===== src/hw/dtb_map.svh =====
// Register offsets, field positions, sizes and reset values of the double transmit buffer
`ifndef DTB_MAP_SVH
`define DTB_MAP_SVH

// Register word offsets (byte addresses)
`define DTB_OFS_CTRL 8'h00
`define DTB_OFS_HCSR 8'h04
`define DTB_OFS_CCSR 8'h08
`define DTB_OFS_HDR 8'h0C
`define DTB_OFS_SSV 8'h10
`define DTB_OFS_CCHDR 8'h14
`define DTB_OFS_DATA 8'h40

// Buffer control/status register fields
`define DTB_B_LOCK 0
`define DTB_B_CMT 1
`define DTB_B_VALID 2
`define DTB_B_EVT 3
`define DTB_B_TT 4
`define DTB_B_BT 5
`define DTB_B_BUSY 6
`define DTB_B_CCLOCK 7

// Header fields
`define DTB_H_FID_LSB 0
`define DTB_H_LEN_LSB 11
`define DTB_H_CRC_LSB 18
`define DTB_H_PP 29
`define DTB_H_RSV 30

// Control register fields
`define DTB_C_BUFNUM_LSB 0

// Sizes and reset values
`define DTB_DATA_WORDS 32
`define DTB_CSR_RESET 8'h00
`define DTB_BUFNUM_RESET 6'h02

`endif


===== src/hw/dtb_pkg.sv =====
// Types shared by the double transmit buffer
package dtb_pkg;
   typedef enum logic [1:0] {
      DTB_IDLE,
      DTB_COPY
   } dtb_copy_state_t;

   typedef enum logic [1:0] {
      DTB_TX_IDLE,
      DTB_TX_LOCKREQ,
      DTB_TX_SEND
   } dtb_tx_state_t;

   typedef struct packed {
      logic cc_lock;
      logic busy;
      logic bt;
      logic tt;
      logic evt;
      logic valid;
      logic cmt;
      logic lock;
   } dtb_csr_t;

   typedef struct packed {
      logic start;
      logic done;
      logic null_frame;
      logic [4:0] rd_idx;
   } dtb_tx_req_t;
endpackage : dtb_pkg


===== src/hw/dtb_buffer.sv =====
// Double transmit message buffer with host part, controller part, swap and copy-back
`timescale 1ns/1ps
`default_nettype none
`include "dtb_map.svh"

module dtb_buffer
   import dtb_pkg::*;
(
   input wire logic clk_i,
   input wire logic rst_i,
   // Wishbone slave
   input wire logic wb_cyc_i,
   input wire logic wb_stb_i,
   input wire logic wb_we_i,
   input wire logic [7:0] wb_adr_i,
   input wire logic [3:0] wb_sel_i,
   input wire logic [31:0] wb_dat_i,
   output logic [31:0] wb_dat_o,
   output logic wb_ack_o,
   output logic wb_err_o,
   // Transmit engine
   input wire logic tx_start_i,
   input wire logic tx_done_i,
   input wire logic tx_null_i,
   input wire logic [4:0] tx_rd_idx_i,
   input wire logic [15:0] tx_ssv_i,
   input wire logic tx_ssv_we_i,
   output logic tx_locked_o,
   output logic [31:0] tx_data_o,
   output logic [31:0] tx_hdr_o,
   output logic tx_ready_o
);

   // ***********************
   // Storage
   // ***********************
   // Two physical halves; side_q selects which one is the controller part
   logic [31:0] mem_q [2][`DTB_DATA_WORDS];
   logic [31:0] hdr_q [2];
   logic [15:0] ssv_q [2];
   dtb_csr_t csr_q [2];
   logic side_q;
   logic [5:0] bufnum_q;
   dtb_copy_state_t cp_state_q;
   logic [5:0] cp_idx_q;
   dtb_tx_state_t tx_state_q;
   dtb_tx_req_t req;
   logic hp;
   logic cp;

   assign cp = side_q;
   assign hp = ~side_q;
   assign req = '{start: tx_start_i, done: tx_done_i, null_frame: tx_null_i,
                  rd_idx: tx_rd_idx_i};

   // ***********************
   // Bus decode
   // ***********************
   logic acc;
   logic wr;
   logic hit_ctrl;
   logic hit_hcsr;
   logic hit_ccsr;
   logic hit_hdr;
   logic hit_ssv;
   logic hit_cchdr;
   logic hit_data;
   logic mapped;
   logic busy;
   logic configured;
   logic lock_write;
   logic lock_grant;
   logic unlock_commit;
   logic host_wr_ok;
   logic [4:0] widx;

   assign acc = wb_cyc_i & wb_stb_i & ~wb_ack_o & ~wb_err_o;
   assign wr = acc & wb_we_i;
   // Host word 0 at the payload base is engine word 0
   assign widx = {1'b0, wb_adr_i[5:2]};
   always_comb begin
      hit_ctrl = 1'b0;
      hit_hcsr = 1'b0;
      hit_ccsr = 1'b0;
      hit_hdr = 1'b0;
      hit_ssv = 1'b0;
      hit_cchdr = 1'b0;
      hit_data = 1'b0;
      if (wb_adr_i == `DTB_OFS_CTRL) begin
         hit_ctrl = 1'b1;
      end else if (wb_adr_i == `DTB_OFS_HCSR) begin
         hit_hcsr = 1'b1;
      end else if (wb_adr_i == `DTB_OFS_CCSR) begin
         hit_ccsr = 1'b1;
      end else if (wb_adr_i == `DTB_OFS_HDR) begin
         hit_hdr = 1'b1;
      end else if (wb_adr_i == `DTB_OFS_SSV) begin
         hit_ssv = 1'b1;
      end else if (wb_adr_i == `DTB_OFS_CCHDR) begin
         hit_cchdr = 1'b1;
      end else if (wb_adr_i[7:6] == 2'b01 && wb_adr_i[1:0] == 2'b00) begin
         hit_data = 1'b1;
      end
   end
   assign mapped = hit_ctrl | hit_hcsr | hit_ccsr | hit_hdr | hit_ssv | hit_cchdr | hit_data;

   assign busy = (cp_state_q != DTB_IDLE);
   // Frame identifier zero means not configured
   assign configured = (hdr_q[hp][`DTB_H_FID_LSB +: 11] != 11'h000);
   assign lock_write = wr & hit_hcsr & wb_sel_i[0] & wb_dat_i[`DTB_B_LOCK];
   // Lock refused during copy or while controller part still committed
   assign lock_grant = lock_write & ~csr_q[hp].lock & ~busy
                       & ~csr_q[cp].cmt;
   assign unlock_commit = lock_write & csr_q[hp].lock & csr_q[hp].cmt & configured;
   // Content writes only while the host holds the lock
   assign host_wr_ok = wr & csr_q[hp].lock;

   // ***********************
   // Wishbone answer
   // ***********************
   always_ff @(posedge clk_i) begin
      if (rst_i) begin
         wb_ack_o <= 1'b0;
         wb_err_o <= 1'b0;
      end else begin
         wb_ack_o <= acc & mapped;
         wb_err_o <= acc & ~mapped;
      end
   end

   // Host reads the host part at fixed offsets, except CCSR and CCHDR, which show the controller part
   always_ff @(posedge clk_i) begin
      if (rst_i) begin
         wb_dat_o <= 32'h0000_0000;
      end else if (acc) begin
         wb_dat_o <= 32'h0000_0000;
         if (hit_ctrl) begin
            wb_dat_o <= {26'h000_0000, bufnum_q};
         end else if (hit_hcsr) begin
            wb_dat_o <= {24'h00_0000, csr_q[hp]};
         end else if (hit_ccsr) begin
            wb_dat_o <= {24'h00_0000, csr_q[cp]};
         end else if (hit_hdr) begin
            wb_dat_o <= hdr_q[hp];
         end else if (hit_ssv) begin
            wb_dat_o <= {16'h0000, ssv_q[hp]};
         end else if (hit_cchdr) begin
            wb_dat_o <= hdr_q[cp];
         end else if (hit_data) begin
            wb_dat_o <= mem_q[hp][widx];
         end
      end
   end

   // ***********************
   // Configuration
   // ***********************
   // Controller part number fixed outside reset
   always_ff @(posedge clk_i) begin
      if (rst_i) begin
         bufnum_q <= `DTB_BUFNUM_RESET;
      end
   end

   // ***********************
   // Swap and copy-back
   // ***********************
   always_ff @(posedge clk_i) begin
      if (rst_i) begin
         side_q <= 1'b0;
      end else if (unlock_commit && !busy) begin
         side_q <= ~side_q;
      end
   end

   always_ff @(posedge clk_i) begin
      if (rst_i) begin
         cp_state_q <= DTB_IDLE;
         cp_idx_q <= 6'h00;
      end else begin
         case (cp_state_q)
            DTB_IDLE: begin
               if (unlock_commit) begin
                  cp_state_q <= DTB_COPY;
                  cp_idx_q <= 6'h00;
               end
            end
            DTB_COPY: begin
               cp_idx_q <= cp_idx_q + 6'h01;
               if (cp_idx_q == 6'(`DTB_DATA_WORDS - 1)) begin
                  cp_state_q <= DTB_IDLE;
               end
            end
            default: cp_state_q <= DTB_IDLE;
         endcase
      end
   end

   // Payload: host writes to host part, copy-back fills host part from controller part
   always_ff @(posedge clk_i) begin
      if (busy) begin
         mem_q[hp][cp_idx_q[4:0]] <= mem_q[cp][cp_idx_q[4:0]];
      end else if (host_wr_ok && hit_data) begin
         for (int b = 0; b < 4; b++) begin
            if (wb_sel_i[b]) begin
               mem_q[hp][widx][8*b +: 8] <= wb_dat_i[8*b +: 8];
            end
         end
      end
   end

   // Header: copied as a whole in the first copy-back cycle, one cycle after the swap
   always_ff @(posedge clk_i) begin
      if (rst_i) begin
         hdr_q[0] <= 32'h0000_0000;
         hdr_q[1] <= 32'h0000_0000;
      end else if (busy && cp_idx_q == 6'h00) begin
         hdr_q[hp] <= hdr_q[cp];
      end else if (!busy && host_wr_ok && hit_hdr && wb_sel_i == 4'hF) begin
         hdr_q[hp] <= wb_dat_i;
      end
   end

   // Slot status: engine updates both halves, copy-back refreshes host part
   always_ff @(posedge clk_i) begin
      if (rst_i) begin
         ssv_q[0] <= 16'h0000;
         ssv_q[1] <= 16'h0000;
      end else if (tx_ssv_we_i && !req.null_frame && csr_q[cp].cc_lock) begin
         ssv_q[0] <= tx_ssv_i;
         ssv_q[1] <= tx_ssv_i;
      end else if (busy && cp_idx_q == 6'h00) begin
         ssv_q[hp] <= ssv_q[cp];
      end
   end

   // ***********************
   // Control and status
   // ***********************
   always_ff @(posedge clk_i) begin
      if (rst_i) begin
         csr_q[0] <= dtb_csr_t'(`DTB_CSR_RESET);
         csr_q[1] <= dtb_csr_t'(`DTB_CSR_RESET);
      end else begin
         if (unlock_commit && !busy) begin
            // Committed host half becomes controller part; event cleared, valid set
            csr_q[hp] <= '{cc_lock: 1'b0, busy: 1'b0, bt: csr_q[hp].bt, tt: csr_q[hp].tt,
                           evt: 1'b0, valid: 1'b1, cmt: 1'b1, lock: 1'b0};
            // Former controller half becomes host part, commit shown until copy ends
            csr_q[cp] <= '{cc_lock: 1'b0, busy: 1'b1, bt: csr_q[hp].bt, tt: csr_q[hp].tt,
                           evt: 1'b0, valid: 1'b0, cmt: 1'b1, lock: 1'b0};
         end else begin
            if (busy && cp_idx_q == 6'(`DTB_DATA_WORDS - 1)) begin
               csr_q[hp].cmt <= 1'b0;
               csr_q[hp].busy <= 1'b0;
            end
            // Identifier is written under lock, so it gates commit, not lock
            if (lock_grant) begin
               csr_q[hp].lock <= 1'b1;
            end else if (lock_write && csr_q[hp].lock) begin
               csr_q[hp].lock <= 1'b0;
            end
            if (wr && hit_hcsr && wb_sel_i[0] && csr_q[hp].lock) begin
               csr_q[hp].cmt <= wb_dat_i[`DTB_B_CMT];
               csr_q[hp].tt <= wb_dat_i[`DTB_B_TT];
               csr_q[hp].bt <= wb_dat_i[`DTB_B_BT];
               csr_q[cp].bt <= wb_dat_i[`DTB_B_BT];
            end
            // Null frames change no status bits
            if (tx_state_q == DTB_TX_LOCKREQ && !req.null_frame) begin
               csr_q[cp].cc_lock <= 1'b1;
            end
            if (tx_state_q == DTB_TX_SEND && req.done && !req.null_frame) begin
               csr_q[cp].cc_lock <= 1'b0;
               csr_q[cp].cmt <= 1'b0;
               csr_q[cp].evt <= 1'b1;
               csr_q[cp].valid <= csr_q[cp].tt;
            end
         end
      end
   end

   // ***********************
   // Transmit side
   // ***********************
   // Runs independently of host accesses
   always_ff @(posedge clk_i) begin
      if (rst_i) begin
         tx_state_q <= DTB_TX_IDLE;
      end else begin
         case (tx_state_q)
            DTB_TX_IDLE: begin
               if (req.start && csr_q[cp].valid && hdr_q[cp][10:0] != 11'h000) begin
                  tx_state_q <= DTB_TX_LOCKREQ;
               end
            end
            DTB_TX_LOCKREQ: begin
               tx_state_q <= req.null_frame ? DTB_TX_IDLE : DTB_TX_SEND;
            end
            DTB_TX_SEND: begin
               if (req.done) begin
                  tx_state_q <= DTB_TX_IDLE;
               end
            end
            default: tx_state_q <= DTB_TX_IDLE;
         endcase
      end
   end

   always_ff @(posedge clk_i) begin
      if (rst_i) begin
         tx_locked_o <= 1'b0;
         tx_ready_o <= 1'b0;
         tx_data_o <= 32'h0000_0000;
         tx_hdr_o <= 32'h0000_0000;
      end else begin
         tx_locked_o <= csr_q[cp].cc_lock;
         tx_ready_o <= csr_q[cp].valid & csr_q[cp].cmt;
         tx_data_o <= mem_q[cp][req.rd_idx];
         tx_hdr_o <= hdr_q[cp];
      end
   end

endmodule : dtb_buffer
`default_nettype wire


===== config.mk =====
export PLATFORM = sky130hd
export DESIGN_NAME = dtb_buffer
export DESIGN_NICKNAME = d
export VERILOG_FILES = /design/src/hw/dtb_pkg.sv /design/src/hw/dtb_buffer.sv
export VERILOG_INCLUDE_DIRS = /design/src /design/src/hw
export SDC_FILE = /design/constraint.sdc
export NUM_CORES = 2
export LEC_CHECK = 0
export BUFFER_PORTS_ARGS = -buffer_cell sky130_fd_sc_hd__buf_4
export CAP_MARGIN = 20
export CORE_ASPECT_RATIO = 0.7
export CORE_UTILIZATION = 40
export CTS_CLUSTER_DIAMETER = 200
export CTS_CLUSTER_SIZE = 14
export DETAILED_ROUTE_END_ITERATION = 16
export PLACE_DENSITY = 0.64
export SLEW_MARGIN = 20
export SYNTH_ARGS = -nofsm -noshare
export SYNTH_HDL_FRONTEND = slang
export SYNTH_SLANG_ARGS = --single-unit

===== constraint.sdc =====
create_clock -name clk_i -period 8.1 [get_ports clk_i]
set_input_delay 0.81 -clock clk_i [delete_from_list [all_inputs] [get_ports clk_i]]
set_output_delay 0.81 -clock clk_i [all_outputs]
set_load 0.005 [all_outputs]

==> impl_metrics.yaml <==
clock_network:
  postCtsSetupBuffers: 0
  cts_max_path_buffers: 4
  insertion_delay_ns: 0.91
  ctsHoldBuffers: 0
  h-tree-depth: 4
  cts_resized: 0
  path_clk_slew_ns: 0.07
  cts_root_buf: "clkbuf_16"
  numCtsBuffers: 189
  cts_tree: "built"
  cts_sinks: 2271
power_and_ir_drop:
  p_sw_share_pct: 22.15
  p_int_mw: 17.43
  cellLeakagePower_nw: 39.30
  p_seq_share_pct: 56.8
  max-vdd-ir-drop_mv: 0.1566
  p_switching_mw: 4.959
  combinationalPowerShare_pct: 4.4
  power.density_nw_per_um2: 171.4
  power_frac_clock_pct: 38.8
yosys:
  netlist_instances: 7237
  yosys_warnings: 0
  ys_seq_area_share_pct: 56.18
  ys_types: 77
  synth_edf_count: 2156
  avgSynthCellArea_um2: 16.49
  ys.flop_type: "edfxtp_1"
  ys_ff_latch: 2271
  syn-cell-area_um2: 119300
  synthArstFlopShare_pct: 0
  synth_nets: 7315
sta:
  fin_crit_sh_pct: 64.16
  rsz0062_at_grt: "no"
  slew_violations: 0
  post-route-min-period_ns: 5.197
  holdWs_ns: 0.1654
  finalSetupViolations: 0
  max_freq_mhz: 192.4
  worst_pin_slew_ns: 1.262
  fin_skew_ns: 0.06391
  tns_ns: 0
  slew_headroom_pct: 15.61
  finalHoldViolations: 0
worst_setup_path:
  r2r_end: "mem_q[0][114]"
  max_stage_delay_ns: 1.11
  endpoint_kind: "flop"
  crit_top_cell: "buf_12"
  worst_setup_path_start_kind: "flop"
  rr_worst_depth: 7
  critPathMaxFanout: 54
  crit_required_ns: 8.54
  critical_path_arrival_ns: 5.64
  slowest_stage: "dfxtp_4"
  crit_chain: "buf_12 > buf_12 > mux4_2 > a22oi_1 > nand4_1 > nor3_4 > inv_1"
  timing.reg2reg.setup_slack_ns: 2.90
  critical_path_class: "flop to flop"
  crit_end: "mem_q[0][114]"
drt:
  first_pass_iters: 14
  wl_um: 431200
  vias_per_cell: 6.980
  route.detailed.drc: 4
  antenna_left: 0
  num_vias: 78894
  drt_iter0_drc: 13371
  routedWlPerCell_um: 38.15
final_layout:
  fin_cells: 11303
  mostFrequentLayoutCell: "edfxtp_1"
  final_core_util_pct: 44.07
  drive_above_1_share_pct: 33.23
  layout_common_cells: "2156 x edfxtp_1, 1335 x mux4_2, 459 x a21oi_1, 449 x nor2_1, 449 x nand2_1"
  area_growth_pct: 9.405
  fillers: 25725
  fin_nets: 7307
floorplan:
  die_h_um: 459.0
  ios: 174
  die_x_um: 654.9
  die_area_um2: 300600
  core_area_um2: 296300
  start_util_pct: 40.28
  fp-row-count: 167
grt:
  grt_pass1_wl_um: 595600
  grt_max_degree: 127
  grt_usage_pct: 28.10
  first_global_vias: 76368
  antenna_found_initial: 27
  overflow: 0
run:
  max-cap-violations: 0
min_path:
  min_path_type: "input port to flop"
  min_from: "tx_start_i"
status:
  violations: "DRC"
  status: "finished with violations"
placed_design:
  port_buffers: 173
  dp.final_hpwl_um: 293400
  gp_congestion: 0.9444
  place_inst: 11002
## Yosys cell counts, drive strengths merged, types with 41 or more instances
cell type | n | area (um2)
edfxtp | 2156 | 64740
mux2i | 322 | 3223
nor2 | 489 | 1843
mux2 | 282 | 3176
nand3 | 91 | 455.4
inv | 88 | 330.3
o21ai | 117 | 585.6
a22oi | 231 | 1734
nand2 | 451 | 1693
mux4 | 1340 | 30200
dfxtp | 115 | 2302
buf | 336 | 2253
clkbuf | 327 | 1230
nor3 | 47 | 329.1
a21oi | 491 | 2457
nand4 | 41 | 262.8
## logic make-up (layout without fill, tap and decap cells)
group                    Yosys count  after routing  synth area share [%]
flip-flops                      2271           2271                 56.18
multiplexers                    1944           1944                 30.66
AND/OR/NAND/NOR                 1254           1254                 4.676
AO/OA/AOI/OAI                   1010           1010                 5.225
buffers and inverters            751            829                 3.195
adder cells (fa/ha/maj)            4              4               0.04194
XOR/XNOR                           3              3               0.02202
other                              0             17                     0
## layer usage
metal  up-vias  GRT usage (%)  part of all wire, %
met5         -              0                0.035
met1     40945          38.45                   36
met2      6874          39.69                   42
met4        22          13.25                  5.6
met3      1100          10.34                   16
li1      29953              -                    -
## stage by stage
step	area (um2)	setup WS (ns)	total power, mW
after floorplan	119300	3.630	13.51
after global placement	125000	3.134	13.92
after detailed placement	125200	3.067	13.93
after CTS	130400	3.060	22.41
after global routing	130500	2.860	22.81
final	130600	2.903	22.39
## sequential cells by signal, summed over array words and instances (netlist names), 2 cells and up, named ones only
name / cells
mem_q: 2048
hdr_q: 64
ssv_q: 32
tx_data_o: 32
tx_hdr_o: 32
wb_dat_o: 32
csr_q: 16
cp_idx_q: 6
tx_state_q: 2
## worst min-delay path by stage
stage | end | slack [ns] | depth (start not counted)
after floorplan | wb_dat_o[10] | 0.45 | 2
after global placement | wb_dat_o[11] | 0.45 | 2
after detailed placement | wb_dat_o[11] | 0.47 | 2
after CTS | tx_state_q[0] | 0.13 | 3
after global routing | tx_state_q[0] | 0.14 | 3
final | tx_state_q[0] | 0.17 | 3
## power groups by stage
stage / logic, mW / registers [mW] / clock network [mW]
final: 0.980 / 12.7 / 8.70
after global routing: 0.999 / 12.7 / 9.10
after CTS: 0.960 / 12.7 / 8.74
after detailed placement: 0.957 / 13.0 / 0
after global placement: 0.953 / 13.0 / 0
after floorplan: 0.541 / 13.0 / 0
## worst max-delay path: cells and delay by family, from the launching register on
family          cells  cell delay (ns)
buf+inv             3             1.57
simple gates        2             1.27
mux                 1             0.36
compound gates      1             0.23
flops               1             1.11
## final cells by class
cell class | instances | area (um2) | area share (%)
clock inverters | 6 | 67.56 | 0.05175
diodes | 17 | 42.54 | 0.03258
clock buffers | 271 | 5144 | 3.939
inverters | 88 | 331.6 | 0.2539
flip-flops and latches | 2271 | 67060 | 51.36
repair buffers | 464 | 3850 | 2.949
multi-input cells | 4215 | 49100 | 37.61
well taps | 3971 | 4969 | 3.805
(Power assumes the default switching activity.)
